## src/pde_pkg.sv

```systemverilog
// Purpose: shared constants for the port d / port e data register block
// Assumes: apb slave, 32-bit data, registers in low 16 bits of a word
// Notes: register offsets are not all multiples of four, so they are kept
//   as indices and the apb byte address is four times the index
//
// Overview of operation
// - port d data register 16 bits, bits 13:0
// - port d bits 15:14 always read zero
// - general output drives stored bit, reads stored
// - direction zero reads the live pin level
// - direction zero write stores, pin unaffected
// - other function with direction one: read stored, write not driven
// - clear on power-on and hardware standby only
// - port e data register 16 bits, all used
// - port e function follows operating mode
// - output disable low floats port e general outputs, address outputs stay driven
// - port e register at its fixed index
// - every access takes five cycles
// - port d register at its fixed index
package pde_pkg;
  localparam logic [31:0] PDE_PORT_D_INDEX = 32'hFFFFF746;
  localparam logic [31:0] PDE_PORT_E_INDEX = 32'hFFFFF754;
  localparam logic [31:0] PDE_PORT_D_ADDR = 32'(PDE_PORT_D_INDEX << 2);
  localparam logic [31:0] PDE_PORT_E_ADDR = 32'(PDE_PORT_E_INDEX << 2);
  localparam logic [15:0] PDE_RESET_VALUE = 16'h0000;
  localparam logic [15:0] PDE_PORT_D_MASK = 16'h3FFF;
  localparam logic [15:0] PDE_PORT_E_MASK = 16'hFFFF;
  localparam int PDE_WIDTH = 16;
  // access takes five cycles: setup plus four access cycles
  localparam logic [1:0] PDE_ACCESS_WAITS = 2'h2;
  typedef enum logic [1:0] {
    PDE_MODE_SINGLE = 2'b00,
    PDE_MODE_ROM_ON = 2'b01,
    PDE_MODE_ROM_OFF = 2'b10
  } pde_mode_t;
endpackage : pde_pkg

```

## src/pde_port_bits.sv

```systemverilog
// Purpose: data bits of one port with read select and pin drive
// Assumes: direction and function inputs come from pclk logic
// Notes: output enable is low while the bit drives its pin
`timescale 1ns/1ns
`default_nettype none
module pde_port_bits #(
  parameter logic [15:0] MASK = 16'hFFFF
) (
  input wire logic pclk, // system clock
  input wire logic presetn, // async reset, active low
  input wire logic standby_n, // hardware standby, active low
  input wire logic [15:0] wr_data, // write data
  input wire logic [15:0] wr_bits, // per-bit write strobe
  input wire logic [15:0] direction, // 1 = output direction
  input wire logic [15:0] gp_func, // 1 = general purpose function
  input wire logic out_disable_n, // force general outputs off
  input wire logic [15:0] pin_level, // synchronised pin levels
  output logic [15:0] rd_value, // value a read returns
  output logic [15:0] pin_out, // drive value
  output logic [15:0] pin_oe_n // drive enable, active low
);
  typedef struct packed {
    logic [15:0] data;
    logic [15:0] out;
    logic [15:0] oe_n;
  } pde_bits_t;
  pde_bits_t st, next_st;
  // per bit: store writes, set drive value from stored bit, steer driver
  always_comb begin
    next_st = st;
    for (int i = 0; i < 16; i++) begin
      if (wr_bits[i] && MASK[i]) begin
        next_st.data[i] = wr_data[i];
      end
      next_st.out[i] = next_st.data[i] & MASK[i];
      // drive only general outputs with disable released
      next_st.oe_n[i] = ~(MASK[i] & direction[i] & gp_func[i] & out_disable_n);
    end
    if (!standby_n) begin
      next_st = '{data: pde_pkg::PDE_RESET_VALUE, out: '0, oe_n: '1};
    end
  end
  always_ff @(posedge pclk or negedge presetn) begin
    if (!presetn) begin
      st <= '{data: pde_pkg::PDE_RESET_VALUE, out: '0, oe_n: '1};
    end else begin
      st <= next_st;
    end
  end
  // direction 0 reads pin, otherwise stored bit
  always_comb begin
    rd_value = ((direction & st.data) | (~direction & pin_level)) & MASK;
  end
  assign pin_out = st.out;
  assign pin_oe_n = st.oe_n;
endmodule // pde_port_bits
`default_nettype wire

```

## src/pde_ports.sv

```systemverilog
// Purpose: port d and port e data registers on an apb slave
// Assumes: direction and function registers live elsewhere, pclk domain
// Notes: port e function is overridden by operating mode
`timescale 1ns/1ns
`default_nettype none
module pde_ports (
  input wire logic pclk, // 250 MHz system clock
  input wire logic presetn, // power-on reset, active low
  input wire logic standby_n, // hardware standby, active low
  input wire logic psel, // apb select
  input wire logic penable, // apb access phase
  input wire logic pwrite, // apb direction
  input wire logic [31:0] paddr, // apb byte address
  input wire logic [31:0] pwdata, // apb write data
  input wire logic [3:0] pstrb, // apb byte strobes
  output logic [31:0] prdata, // apb read data
  output logic pready, // apb ready
  output logic pslverr, // apb error, unmapped address
  input wire logic [1:0] op_mode, // operating mode, pde_mode_t code
  input wire logic [15:0] port_d_direction_bits, // port d direction
  input wire logic [15:0] port_e_direction_bits, // port e direction
  input wire logic [15:0] port_d_gp_func, // port d general function
  input wire logic [15:0] port_e_gp_func, // port e general function
  input wire logic [15:0] addr_low, // bus address lines 15:0
  input wire logic port_output_disable_n, // output disable pin
  input wire logic [13:0] port_d_pin_in, // port d pin levels
  output logic [13:0] port_d_pin_out, // port d drive value
  output logic [13:0] port_d_pin_oe_n, // port d enable, low drives
  input wire logic [15:0] port_e_pin_in, // port e pin levels
  output logic [15:0] port_e_pin_out, // port e drive value
  output logic [15:0] port_e_pin_oe_n // port e enable, low drives
);
  typedef struct packed {
    logic [1:0] wait_cnt;
    logic ready;
    logic err;
    logic [31:0] rdata;
    logic [15:0] e_out;
    logic [15:0] e_oe_n;
    logic [1:0] mode;
  } pde_top_t;
  pde_top_t st, next_st;
  logic [15:0] d_sync, e_sync, d_rd, e_rd, d_wr, e_wr, d_out, d_oe_n, e_gp_out, e_gp_oe_n;
  logic [15:0] e_func, e_addr_sel, wr_lanes;
  logic [0:0] od_sync;
  logic hit_d, hit_e, acc_done;

  pde_sync #(.WIDTH(16)) u_sync_d (.pclk(pclk), .presetn(presetn),
    .async_in({2'b00, port_d_pin_in}), .sync_out(d_sync));
  pde_sync #(.WIDTH(16)) u_sync_e (.pclk(pclk), .presetn(presetn),
    .async_in(port_e_pin_in), .sync_out(e_sync));
  pde_sync #(.WIDTH(1)) u_sync_od (.pclk(pclk), .presetn(presetn),
    .async_in(port_output_disable_n), .sync_out(od_sync));

  // address decode at the word addresses
  always_comb begin
    hit_d = (paddr == pde_pkg::PDE_PORT_D_ADDR);
    hit_e = (paddr == pde_pkg::PDE_PORT_E_ADDR);
    acc_done = psel && penable && st.ready;
    wr_lanes = {{8{pstrb[1]}}, {8{pstrb[0]}}}; // byte or halfword writes
    d_wr = (acc_done && pwrite && hit_d) ? wr_lanes : 16'h0000;
    e_wr = (acc_done && pwrite && hit_e) ? wr_lanes : 16'h0000;
  end

  // port e function per operating mode
  always_comb begin
    case (pde_pkg::pde_mode_t'(st.mode))
      pde_pkg::PDE_MODE_ROM_OFF: begin
        e_addr_sel = 16'hFFFF;
      end
      pde_pkg::PDE_MODE_ROM_ON: begin
        e_addr_sel = ~port_e_gp_func;
      end
      pde_pkg::PDE_MODE_SINGLE: begin
        e_addr_sel = 16'h0000;
      end
      default: begin
        e_addr_sel = 16'h0000;
      end
    endcase
    e_func = port_e_gp_func & ~e_addr_sel;
  end

  pde_port_bits #(.MASK(pde_pkg::PDE_PORT_D_MASK)) u_port_d (
    .pclk(pclk), .presetn(presetn), .standby_n(standby_n),
    .wr_data(pwdata[15:0]), .wr_bits(d_wr),
    .direction(port_d_direction_bits), .gp_func(port_d_gp_func),
    .out_disable_n(1'b1), .pin_level(d_sync),
    .rd_value(d_rd), .pin_out(d_out), .pin_oe_n(d_oe_n));

  pde_port_bits #(.MASK(pde_pkg::PDE_PORT_E_MASK)) u_port_e (
    .pclk(pclk), .presetn(presetn), .standby_n(standby_n),
    .wr_data(pwdata[15:0]), .wr_bits(e_wr),
    .direction(port_e_direction_bits), .gp_func(e_func),
    .out_disable_n(od_sync[0]), .pin_level(e_sync),
    .rd_value(e_rd), .pin_out(e_gp_out), .pin_oe_n(e_gp_oe_n));

  // bus timing, pin mux and read capture
  always_comb begin
    next_st = st;
    next_st.mode = op_mode;
    // wait states give five cycles per transfer
    if (psel && penable && !st.ready) begin
      if (st.wait_cnt == pde_pkg::PDE_ACCESS_WAITS) begin
        next_st.ready = 1'b1;
        next_st.err = !(hit_d || hit_e);
        next_st.rdata = {16'h0000, hit_d ? d_rd : (hit_e ? e_rd : 16'h0000)};
      end else begin
        next_st.wait_cnt = st.wait_cnt + 2'h1;
      end
    end else begin
      next_st.ready = 1'b0;
      next_st.err = 1'b0;
      next_st.wait_cnt = 2'h0;
    end
    // address lines take the pins they own
    for (int i = 0; i < 16; i++) begin
      next_st.e_out[i] = e_addr_sel[i] ? addr_low[i] : e_gp_out[i];
      next_st.e_oe_n[i] = e_addr_sel[i] ? 1'b0 : e_gp_oe_n[i];
    end
  end

  always_ff @(posedge pclk or negedge presetn) begin
    if (!presetn) begin
      st <= '{wait_cnt: 2'h0, ready: 1'b0, err: 1'b0, rdata: 32'h00000000,
              e_out: 16'h0000, e_oe_n: 16'hFFFF, mode: 2'h0};
    end else begin
      st <= next_st;
    end
  end

  assign prdata = st.rdata;
  assign pready = st.ready;
  assign pslverr = st.err;
  assign port_d_pin_out = d_out[13:0];
  assign port_d_pin_oe_n = d_oe_n[13:0];
  assign port_e_pin_out = st.e_out;
  assign port_e_pin_oe_n = st.e_oe_n;
endmodule // pde_ports
`default_nettype wire

```

## src/pde_sync.sv

```systemverilog
// Purpose: three flip-flop synchroniser with agreement filter for pins
// Assumes: inputs asynchronous to pclk
// Notes: output changes once stages two and three agree
`timescale 1ns/1ns
`default_nettype none
module pde_sync #(
  parameter int WIDTH = 16
) (
  input wire logic pclk, // system clock
  input wire logic presetn, // async reset, active low
  input wire logic [WIDTH-1:0] async_in, // raw pin levels
  output logic [WIDTH-1:0] sync_out // filtered levels
);
  typedef struct packed {
    logic [WIDTH-1:0] s1;
    logic [WIDTH-1:0] s2;
    logic [WIDTH-1:0] s3;
    logic [WIDTH-1:0] q;
  } pde_sync_t;
  pde_sync_t st, next_st;
  // stage one is read only by stage two
  always_comb begin
    next_st = st;
    next_st.s1 = async_in;
    next_st.s2 = st.s1;
    next_st.s3 = st.s2;
    for (int i = 0; i < WIDTH; i++) begin
      if (st.s2[i] == st.s3[i]) begin
        next_st.q[i] = st.s3[i];
      end
    end
  end
  always_ff @(posedge pclk or negedge presetn) begin
    if (!presetn) begin
      st <= '0;
    end else begin
      st <= next_st;
    end
  end
  assign sync_out = st.q;
endmodule // pde_sync
`default_nettype wire

```

## config.mk

```make
export PLATFORM = sky130hd
export DESIGN_NAME = pde_ports
export DESIGN_NICKNAME = d
export VERILOG_FILES = /design/src/pde_pkg.sv /design/src/pde_port_bits.sv /design/src/pde_ports.sv /design/src/pde_sync.sv
export SDC_FILE = /design/constraint.sdc
export NUM_CORES = 1
export LEC_CHECK = 0
export ABC_AREA = 0
export BUFFER_PORTS_ARGS = -buffer_cell sky130_fd_sc_hd__buf_4
export CELL_PAD_IN_SITES_DETAIL_PLACEMENT = 1
export CELL_PAD_IN_SITES_GLOBAL_PLACEMENT = 1
export CORE_ASPECT_RATIO = 0.8
export CORE_MARGIN = 8
export CORE_UTILIZATION = 40
export DETAILED_ROUTE_END_ITERATION = 12
export GPL_ROUTABILITY_DRIVEN = 0
export PLACE_DENSITY_LB_ADDON = 0.1
export SLEW_MARGIN = 5
export SYNTH_ARGS = -nofsm -noshare
export SYNTH_HDL_FRONTEND = slang
export SYNTH_SLANG_ARGS = --single-unit
```

## constraint.sdc

```tcl
create_clock -name pclk -period 2.05 [get_ports pclk]
set_input_delay 0.5125 -clock pclk [delete_from_list [all_inputs] [get_ports pclk]]
set_output_delay 0.5125 -clock pclk [all_outputs]
set_load 0.1 [all_outputs]
```

# Word level (Yosys, flattened, before mapping)
# Cells that the tools add are included.
# word_totals
reg_bits	268
in_bits	187
out_inout_bits	94
wordCells	261
# classes
addsub	1
eq_ne	38
n_mux	72
bitwise	87
n_reduce_logical	10
# ops
operator	count
32-bit == test, second input constant	2
1-bit 2-to-1 mux	62
16-bit AND	3
16-bit 2-to-1 mux	3
48-bit 2-to-1 mux	1
16-bit inverter	3
1-bit AND	46
46-bit 2-to-1 mux	1
34-bit 2-to-1 mux	1
16-bit case mux with 2 select lines	1
1-bit == test	31
1-bit inverter	30
14-bit AND	2
16-bit bitwise OR	1
14-bit 2-to-1 mux	1
14-bit inverter	1
14-bit bitwise OR	1
1-bit logical AND	6
2-bit == test, second input constant	2
4-bit 2-to-1 mux	1
2-bit by 1-bit adder with 2-bit output, second input constant	1
2-bit by 1-bit == test with 1-bit output, second input constant	1
1-bit zero test	2
2-bit 2-to-1 mux	1
4 further kinds	4

# Logic depth before layout (Yosys ltp)
# Gate-level depths: netlist (run 1).
# logic_depth
depth_word	8
depth_mapped	7
depth_no_buf	6

# By module
# A second synthesis (run 1) with hierarchy kept.
# hier_totals
cells_unflattened	732
hier_area_um2	9754.4
# by_module_without_submodules
module	n_inst	cells_each	area_per_inst_um2	seq_area_each_um2
pde_sync (u_sync_d ...)	2	96	1901.8	1601.5
pde_ports	1	340	3195.6	1371.3
pde_port_bits (u_port_e)	1	100	1392.6	820.8
pde_port_bits (u_port_d)	1	95	1251.2	718.2
pde_sync (u_sync_od)	1	5	111.4	100.1

# Worst setup path before layout (run 1)
# Ideal clock, no wire load.
# synth_timing
path_type	register to register
start	reg st (netlist bit pready)
end	reg st (netlist bit prdata[10])
setup_time_ps	138
arrival_ps	2144
setup_slack_ps	-233
path_stages_with_launch	7
cell_sequence	dfrtp_1 > and3b_1 > nand2_1 > clkinv_1 > nand3_1 > clkbuf_1 > o211ai_1
# synth_between
elab_chain_len	3
# synth_lines
element	line_no	source
start, declared	pde_ports.sv:42	pde_top_t st, next_st;
start signal, assigned	pde_ports.sv:125	st <= '{wait_cnt: 2'h0, ready: 1'b0, err: 1'b0, rdata: 32'h00000000,
start signal, assigned	pde_ports.sv:128	st <= next_st;
1-bit zero test	pde_ports.sv:103	if (psel && penable && !st.ready) begin
1-bit logical AND	pde_ports.sv:103	
2-bit AND reduction (no source line)	--	
# No other way between the ends.
# A chain may end at the register's enable or synchronous reset.

# Final worst setup path (run 1)
# layout_timing
start	reg st (netlist bit port_e_pin_oe_n[3])
end	out port_e_pin_oe_n[3]
# layout_lines
element	line_no	source
end, declared	pde_ports.sv:31	output logic [15:0] port_e_pin_oe_n
# No word-level cell between the ends.

==> impl_metrics.json, run 1 <==
{
  "die_width_um": 183,
  "clockBufferDepth": 3,
  "total_power_w": 0.0111,
  "crit_buf_inv": 1,
  "antenna_found_initial": 1,
  "worst-setup-path-type": "reg2out",
  "core-area_sq_um": 22200,
  "die_height_um": 150,
  "syn_inst": 663,
  "vias": 5764,
  "cp_max_fo": 1,
  "cp_cell_sequence": "buf_4",
  "cts_max_level": 1,
  "cpLargestDelayFamily": "flip-flops",
  "synth_common_cells": "dfrtp_1, buf_4, nand2_1, dfstp_2, mux2i_1",
  "detailed_place_hpwl_um": 18800,
  "powerDensity_nw_per_um2": 942,
  "p_leak_nw": 5.73,
  "synth_top_area_cell": "dfrtp_1",
  "clkTransAtPathRegs_ps": 60,
  "detailed_place.area_sq_um": 11000,
  "clkLatencyLatePin_ps": 510,
  "final-setup-viol-count": 0,
  "final_cells": 1217,
  "hp-class": "in2reg",
  "yosys_warnings": 0,
  "avgSynthCellArea_sq_um": 13.5,
  "ys_seq_area_share_pct": 67.3,
  "cap_violations": 0,
  "min_period_ps": 1840,
  "cp_slowest_cell": "dfstp_2",
  "synth.most_common_cell": "dfrtp_1",
  "syn-cell-area_sq_um": 8930,
  "die_area_sq_um": 27400,
  "postLayoutCellArea_sq_um": 11800,
  "arrival_ps": 1320,
  "drt_pass1_iterations": 4,
  "num_io_pins": 281,
  "rows": 49,
  "diodes": 0,
  "synth-main-ff-cell": "dfrtp_1",
  "fillers": 2302,
  "fin_crit_sh_pct": 89.6,
  "rsz0062_at_grt": "false",
  "initial_core_util_pct": 40.2,
  "slew_violations": 0,
  "grt_first_pass_wirelength_um": 38600,
  "fmax_mhz": 544,
  "hold_violations": 0,
  "grt_use_total_pct": 18.1,
  "grt_max_degree": 58,
  "start_kind": "flop",
  "drt-initial-drc-count": 208,
  "ys_ff_latch": 238,
  "cts_setup_buffers": 0,
  "ant_nets": 0,
  "cts_resized": 0,
  "cts_buffers": 24,
  "cts_tree": "done",
  "vdd_ir_drop_max_v": 0.000569,
  "vias_per_cell": 4.74,
  "post-place-cells": 1172,
  "remaining_drc_errors": 0,
  "max_stage_delay_ps": 530,
  "layout-drive-gt1-share_pct": 43.2,
  "grt_pass1_vias": 6760,
  "fin_util_pct": 53.2,
  "finClkSkew_ps": 6.75,
  "synth_top_area_share_pct": 53.8,
  "whs_ps": 105,
  "syn2layout_area_growth_pct": 32.3,
  "cts_hold_buf": 1,
  "synth_edf_count": 0,
  "yosys-top-cells-area": "dfrtp_1, dfstp_2, buf_4",
  "end_kind": "output pin",
  "async_flop_share_pct": 100,
  "cts_sinks": 238,
  "overflow": 0,
  "root_buffer": "clkbuf_16",
  "io_buffers": 242,
  "outcome": "complete, no violations",
  "drt-wirelength-per-cell_um": 20.4,
  "fin_nets": 1083,
  "routed_wl_um": 24800,
  "yosysUniqueCellTypes": 33,
  "crit_required_ps": 1540
}
cells by family (layout without fill, tap and decap cells):
family,after synthesis,after routing,share of synthesized area (%)
flip-flops,238,238,67.3
other,1,16,0.0420
AO/OA/AOI/OAI,36,36,2.42
XOR/XNOR,2,2,0.196
adder cells (fa/ha/maj),34,34,3.90
buffers and inverters,107,340,7.24
AND/OR/NAND/NOR,169,169,9.92
multiplexers,76,76,8.94
routing by layer:
layer / vias up / share of wire (%) / routed length (um) / GRT usage, %
li1: 2617 / - / - / -
met1: 2928 / 44 / 10800 / 23.5
met2: 189 / 47 / 11600 / 29.4
met3: 28 / 7.9 / 1970 / 5.90
met4: 2 / 1.3 / 330 / 3.29
met5: - / 0.052 / 13 / 0
final cells by class:
class / instances / area [sq um] / area share, %
clock buffers: 35 / 683 / 5.78
repair buffers: 273 / 2130 / 18.1
flip-flops and latches: 238 / 6010 / 50.9
inverters: 23 / 86.3 / 0.731
clock inverters: 9 / 173 / 1.46
well taps: 306 / 383 / 3.24
multi-input cells: 333 / 2340 / 19.8
power breakdown:
part,internal (W),switching [W],total [W]
Combinational,0.000443,0.000916,0.00136
Sequential,0.00496,0.0000968,0.00505
Clock,0.00294,0.00178,0.00472
Total,0.00834,0.00279,0.0111
registers in the layout, indices dropped and copies added, names as in the netlist:
register            cells
u_sync_d.st            14
u_port_d.pin_oe_n      14
u_sync_e.next_st       32
port_e_pin_out         16
pready                  1
u_sync_d.sync_out      14
u_sync_d.next_st       28
u_sync_e.st            16
u_sync_od.sync_out      1
u_port_e.pin_oe_n      16
u_sync_od.next_st       2
u_port_d.st            14
u_sync_e.sync_out      16
u_port_e.st            16
st                      4
u_sync_od.st            1
port_e_pin_oe_n        16
pslverr                 1
prdata                 16
cell usage in the layout, fill, tap and decap left out, types with 2 or more instances in the layout:
cell type | synthesis | final
nand2_1 | 64 | 64
nor4_4 | 2 | 3
dfstp_2 | 46 | 46
or4b_4 | 1 | 2
buf_4 | 65 | 265
nor2_1 | 22 | 22
inv_1 | 22 | 22
a21oi_1 | 18 | 17
o21ai_0 | 3 | 3
nand4b_1 | 2 | 2
clkbuf_8 | 0 | 2
conb_1 | 1 | 16
mux2i_1 | 46 | 46
xor2_1 | 2 | 2
clkbuf_16 | 0 | 25
nand4_1 | 19 | 19
nor2b_1 | 16 | 16
dfrtp_1 | 192 | 191
mux2_2 | 30 | 30
nand3_4 | 2 | 2
bufinv_16 | 0 | 5
o211ai_1 | 14 | 14
nand3_1 | 33 | 33
clkbuf_1 | 18 | 8
maj3_1 | 31 | 31
ha_1 | 3 | 3
buf_12 | 0 | 6
clkinv_2 | 0 | 3
path summary, 6_finish.rpt:
check / startpoint / end / slack (ps) / cells after the start
worst max-delay path: port_e_pin_oe_n[3] / port_e_pin_oe_n[3] / 210 / 1
worst min-delay path: port_e_pin_in[9] / u_sync_e.next_st[41] / 110 / 1
worst max register to register: st[1] / port_e_pin_out[14] / 390 / 6
worst min register to register: u_sync_e.next_st[45] / u_sync_e.next_st[29] / 350 / 0
max in group asynchronous: presetn / u_port_e.pin_oe_n[1] / 900 / 3
min in group asynchronous: presetn / u_sync_d.next_st[32] / 480 / 2
stage by stage:
| step | worst slack [ps] | setup TNS [ps] |
|---|---|---|
| 2_1_floorplan | 13.9 | 0 |
| 3_3_place_gp | -195 | -5890 |
| 3_5_place_dp | -259 | -7420 |
| 4_1_cts | 186 | 0 |
| 5_1_grt | 177 | 0 |
| 6_report | 213 | 0 |
(Power assumes the default switching activity.)
==> run 2: changes to the inputs <==
--- a/config.mk
+++ b/config.mk
@@ -15,6 +15,7 @@
 export DETAILED_ROUTE_END_ITERATION = 12
 export GPL_ROUTABILITY_DRIVEN = 0
 export PLACE_DENSITY_LB_ADDON = 0.1
+export RECOVER_POWER = 100
 export SLEW_MARGIN = 5
 export SYNTH_ARGS = -nofsm -noshare
 export SYNTH_HDL_FRONTEND = slang
==> run 2 against run 1 <==
Compared with the run above:
- clock skew is 1.2 ps higher
- non-clock buffer count stayed put
- hold slack better by 20 ps
- critical path depth stayed put
- final cell count stayed put
- total power is 0.22% lower
- final area is 1.8% lower
- sequential cell count stayed put
- register-to-register slack worse by 190 ps
- setup slack worse by 79 ps
- first-iteration DRC count is 3.8% lower
- critical endpoint is now port_d_pin_out[8]
==> impl_metrics.json, run 2 (synthesis gave the netlist of run 1 again) <==
{
  "outcome": "complete, no violations",
  "die_area_sq_um": 27400,
  "max_slew.worst_pin.slew_ps": 1380,
  "timing.rr.end": "port_e_pin_out[14]",
  "vias": 5763,
  "fin_nets": 1083,
  "min_period_ps": 1920,
  "max_stage_delay_ps": 460,
  "holdPathEnd": "u_sync_e.next_st[41]",
  "syn2layout_area_growth_pct": 29.9,
  "final_common_cell": "dfrtp_1",
  "initial_core_util_pct": 40.2,
  "routed_wl_um": 24700,
  "worstHoldStart": "port_e_pin_in[9]",
  "p_leak_nw": 5.65,
  "start_kind": "flop",
  "powerDensity_nw_per_um2": 957,
  "layout_common_cells": "dfrtp_1, buf_4, nand2_1",
  "vdd_ir_drop_max_v": 0.000575,
  "clkTransAtPathRegs_ps": 60,
  "cts_resized": 0,
  "slew_violations": 0,
  "die_width_um": 183,
  "fin_crit_sh_pct": 93.5,
  "rsz0062_at_grt": "false",
  "end_kind": "output pin",
  "seqPwrFrac_pct": 45.5,
  "min_path_cells": 1,
  "num_io_pins": 281,
  "final-setup-viol-count": 0,
  "diodes": 0,
  "power.internal_w": 0.00831,
  "r2r-start": "st[1]",
  "cts_hold_buf": 1,
  "ff2ff_setup_slack_ps": 200,
  "crit_required_ps": 1540,
  "clkLatencyLatePin_ps": 510,
  "largest_reg_flops": 32,
  "hold_violations": 0,
  "grt_max_degree": 58,
  "grt_use_total_pct": 18.1,
  "drt-initial-drc-count": 200,
  "finClkSkew_ps": 7.90,
  "die_height_um": 150,
  "rows": 49,
  "io_buffers": 242,
  "cp_cell_sequence": "buf_2",
  "detailed_place.area_sq_um": 11000,
  "postLayoutCellArea_sq_um": 11600,
  "vias_per_cell": 4.74,
  "slew_headroom_pct": 8.32,
  "antenna_found_initial": 1,
  "cts_sinks": 238,
  "switchingPower_w": 0.00279,
  "fmax_mhz": 522,
  "layout-drive-gt1-share_pct": 41.9,
  "detailed_place_hpwl_um": 18800,
  "grt_first_pass_wirelength_um": 38600,
  "worst-setup-path-type": "reg2out",
  "cts_max_level": 1,
  "fin_setup_tns_ps": 0,
  "remaining_drc_errors": 0,
  "core-area_sq_um": 22200,
  "ant_nets": 0,
  "cts_buffers": 24,
  "r2r_cells": 6,
  "cap_violations": 0,
  "arrival_ps": 1400,
  "root_buffer": "clkbuf_16",
  "grt_pass1_vias": 6760,
  "cts_tree": "done",
  "clockBufferDepth": 3,
  "crit_buf_inv": 1,
  "p_clk_share_pct": 42.5,
  "switching_share_pct": 25.2,
  "cp_max_fo": 3,
  "hp-class": "in2reg",
  "power_frac_comb_pct": 12.0,
  "overflow": 0,
  "cts_setup_buffers": 0,
  "drt_pass1_iterations": 4,
  "cpLargestDelayFamily": "buffers and inverters",
  "cp_slowest_cell": "buf_2",
  "drt-wirelength-per-cell_um": 20.3
}
## run 2: changes by cell type in the layout (fill, tap and decap cells not counted), sizes merged
cell | before | now
clkbuf | 35 | 149
buf | 272 | 158
## run 2: routing by layer
metal | vias up | track usage [%] | share of wire, %
li1 | 2621 | - | -
met3 | 27 | 5.90 | 7.9
met2 | 190 | 29.4 | 47
met5 | - | 0 | 0.036
met4 | 2 | 3.29 | 1.3
met1 | 2923 | 23.5 | 44
## run 2: final cells by class
class,instances,area (sq um)
Multi-Input combinational cell,333,2320
Tap cell,306,383
Fill cell,2321,10600
Timing Repair Buffer,273,1940
Clock inverter,9,173
Inverter,23,86.3
Sequential cell,238,6010
Clock buffer,35,683
## run 2: power groups by stage
stage	clock, W	sequential [W]	combinational [W]
floorplan	0	0.00519	0.000788
global placement	0	0.00513	0.00134
detailed placement	0	0.00514	0.00137
CTS	0.00484	0.00506	0.00138
global route	0.00503	0.00508	0.00141
finish	0.00473	0.00505	0.00133
## run 2: per-stage QoR
stage	total power [W]	hold slack [ps]	setup WS (ps)	cells	utilization (%)
floorplan	0.00598	217	13.9	678	-
global placement	0.00647	332	-195	1172	49.3
detailed placement	0.00651	336	-259	1172	49.3
CTS	0.0113	83.1	186	1217	53.2
global route	0.0115	105	92.9	1217	52.3
finish	0.0111	126	133	1217	52.3
## run 2: worst max-delay path by stage
| stage | from | end | depth (start not counted) |
|---|---|---|---|
| floorplan | paddr[1] | prdata[10] | 5 |
| global placement | paddr[0] | u_port_e.st[43] | 7 |
| detailed placement | paddr[0] | u_port_e.st[45] | 7 |
| CTS | port_e_pin_oe_n[3] | port_e_pin_oe_n[3] | 1 |
| global route | u_port_d.st[40] | port_d_pin_out[8] | 1 |
| finish | u_port_d.st[40] | port_d_pin_out[8] | 1 |
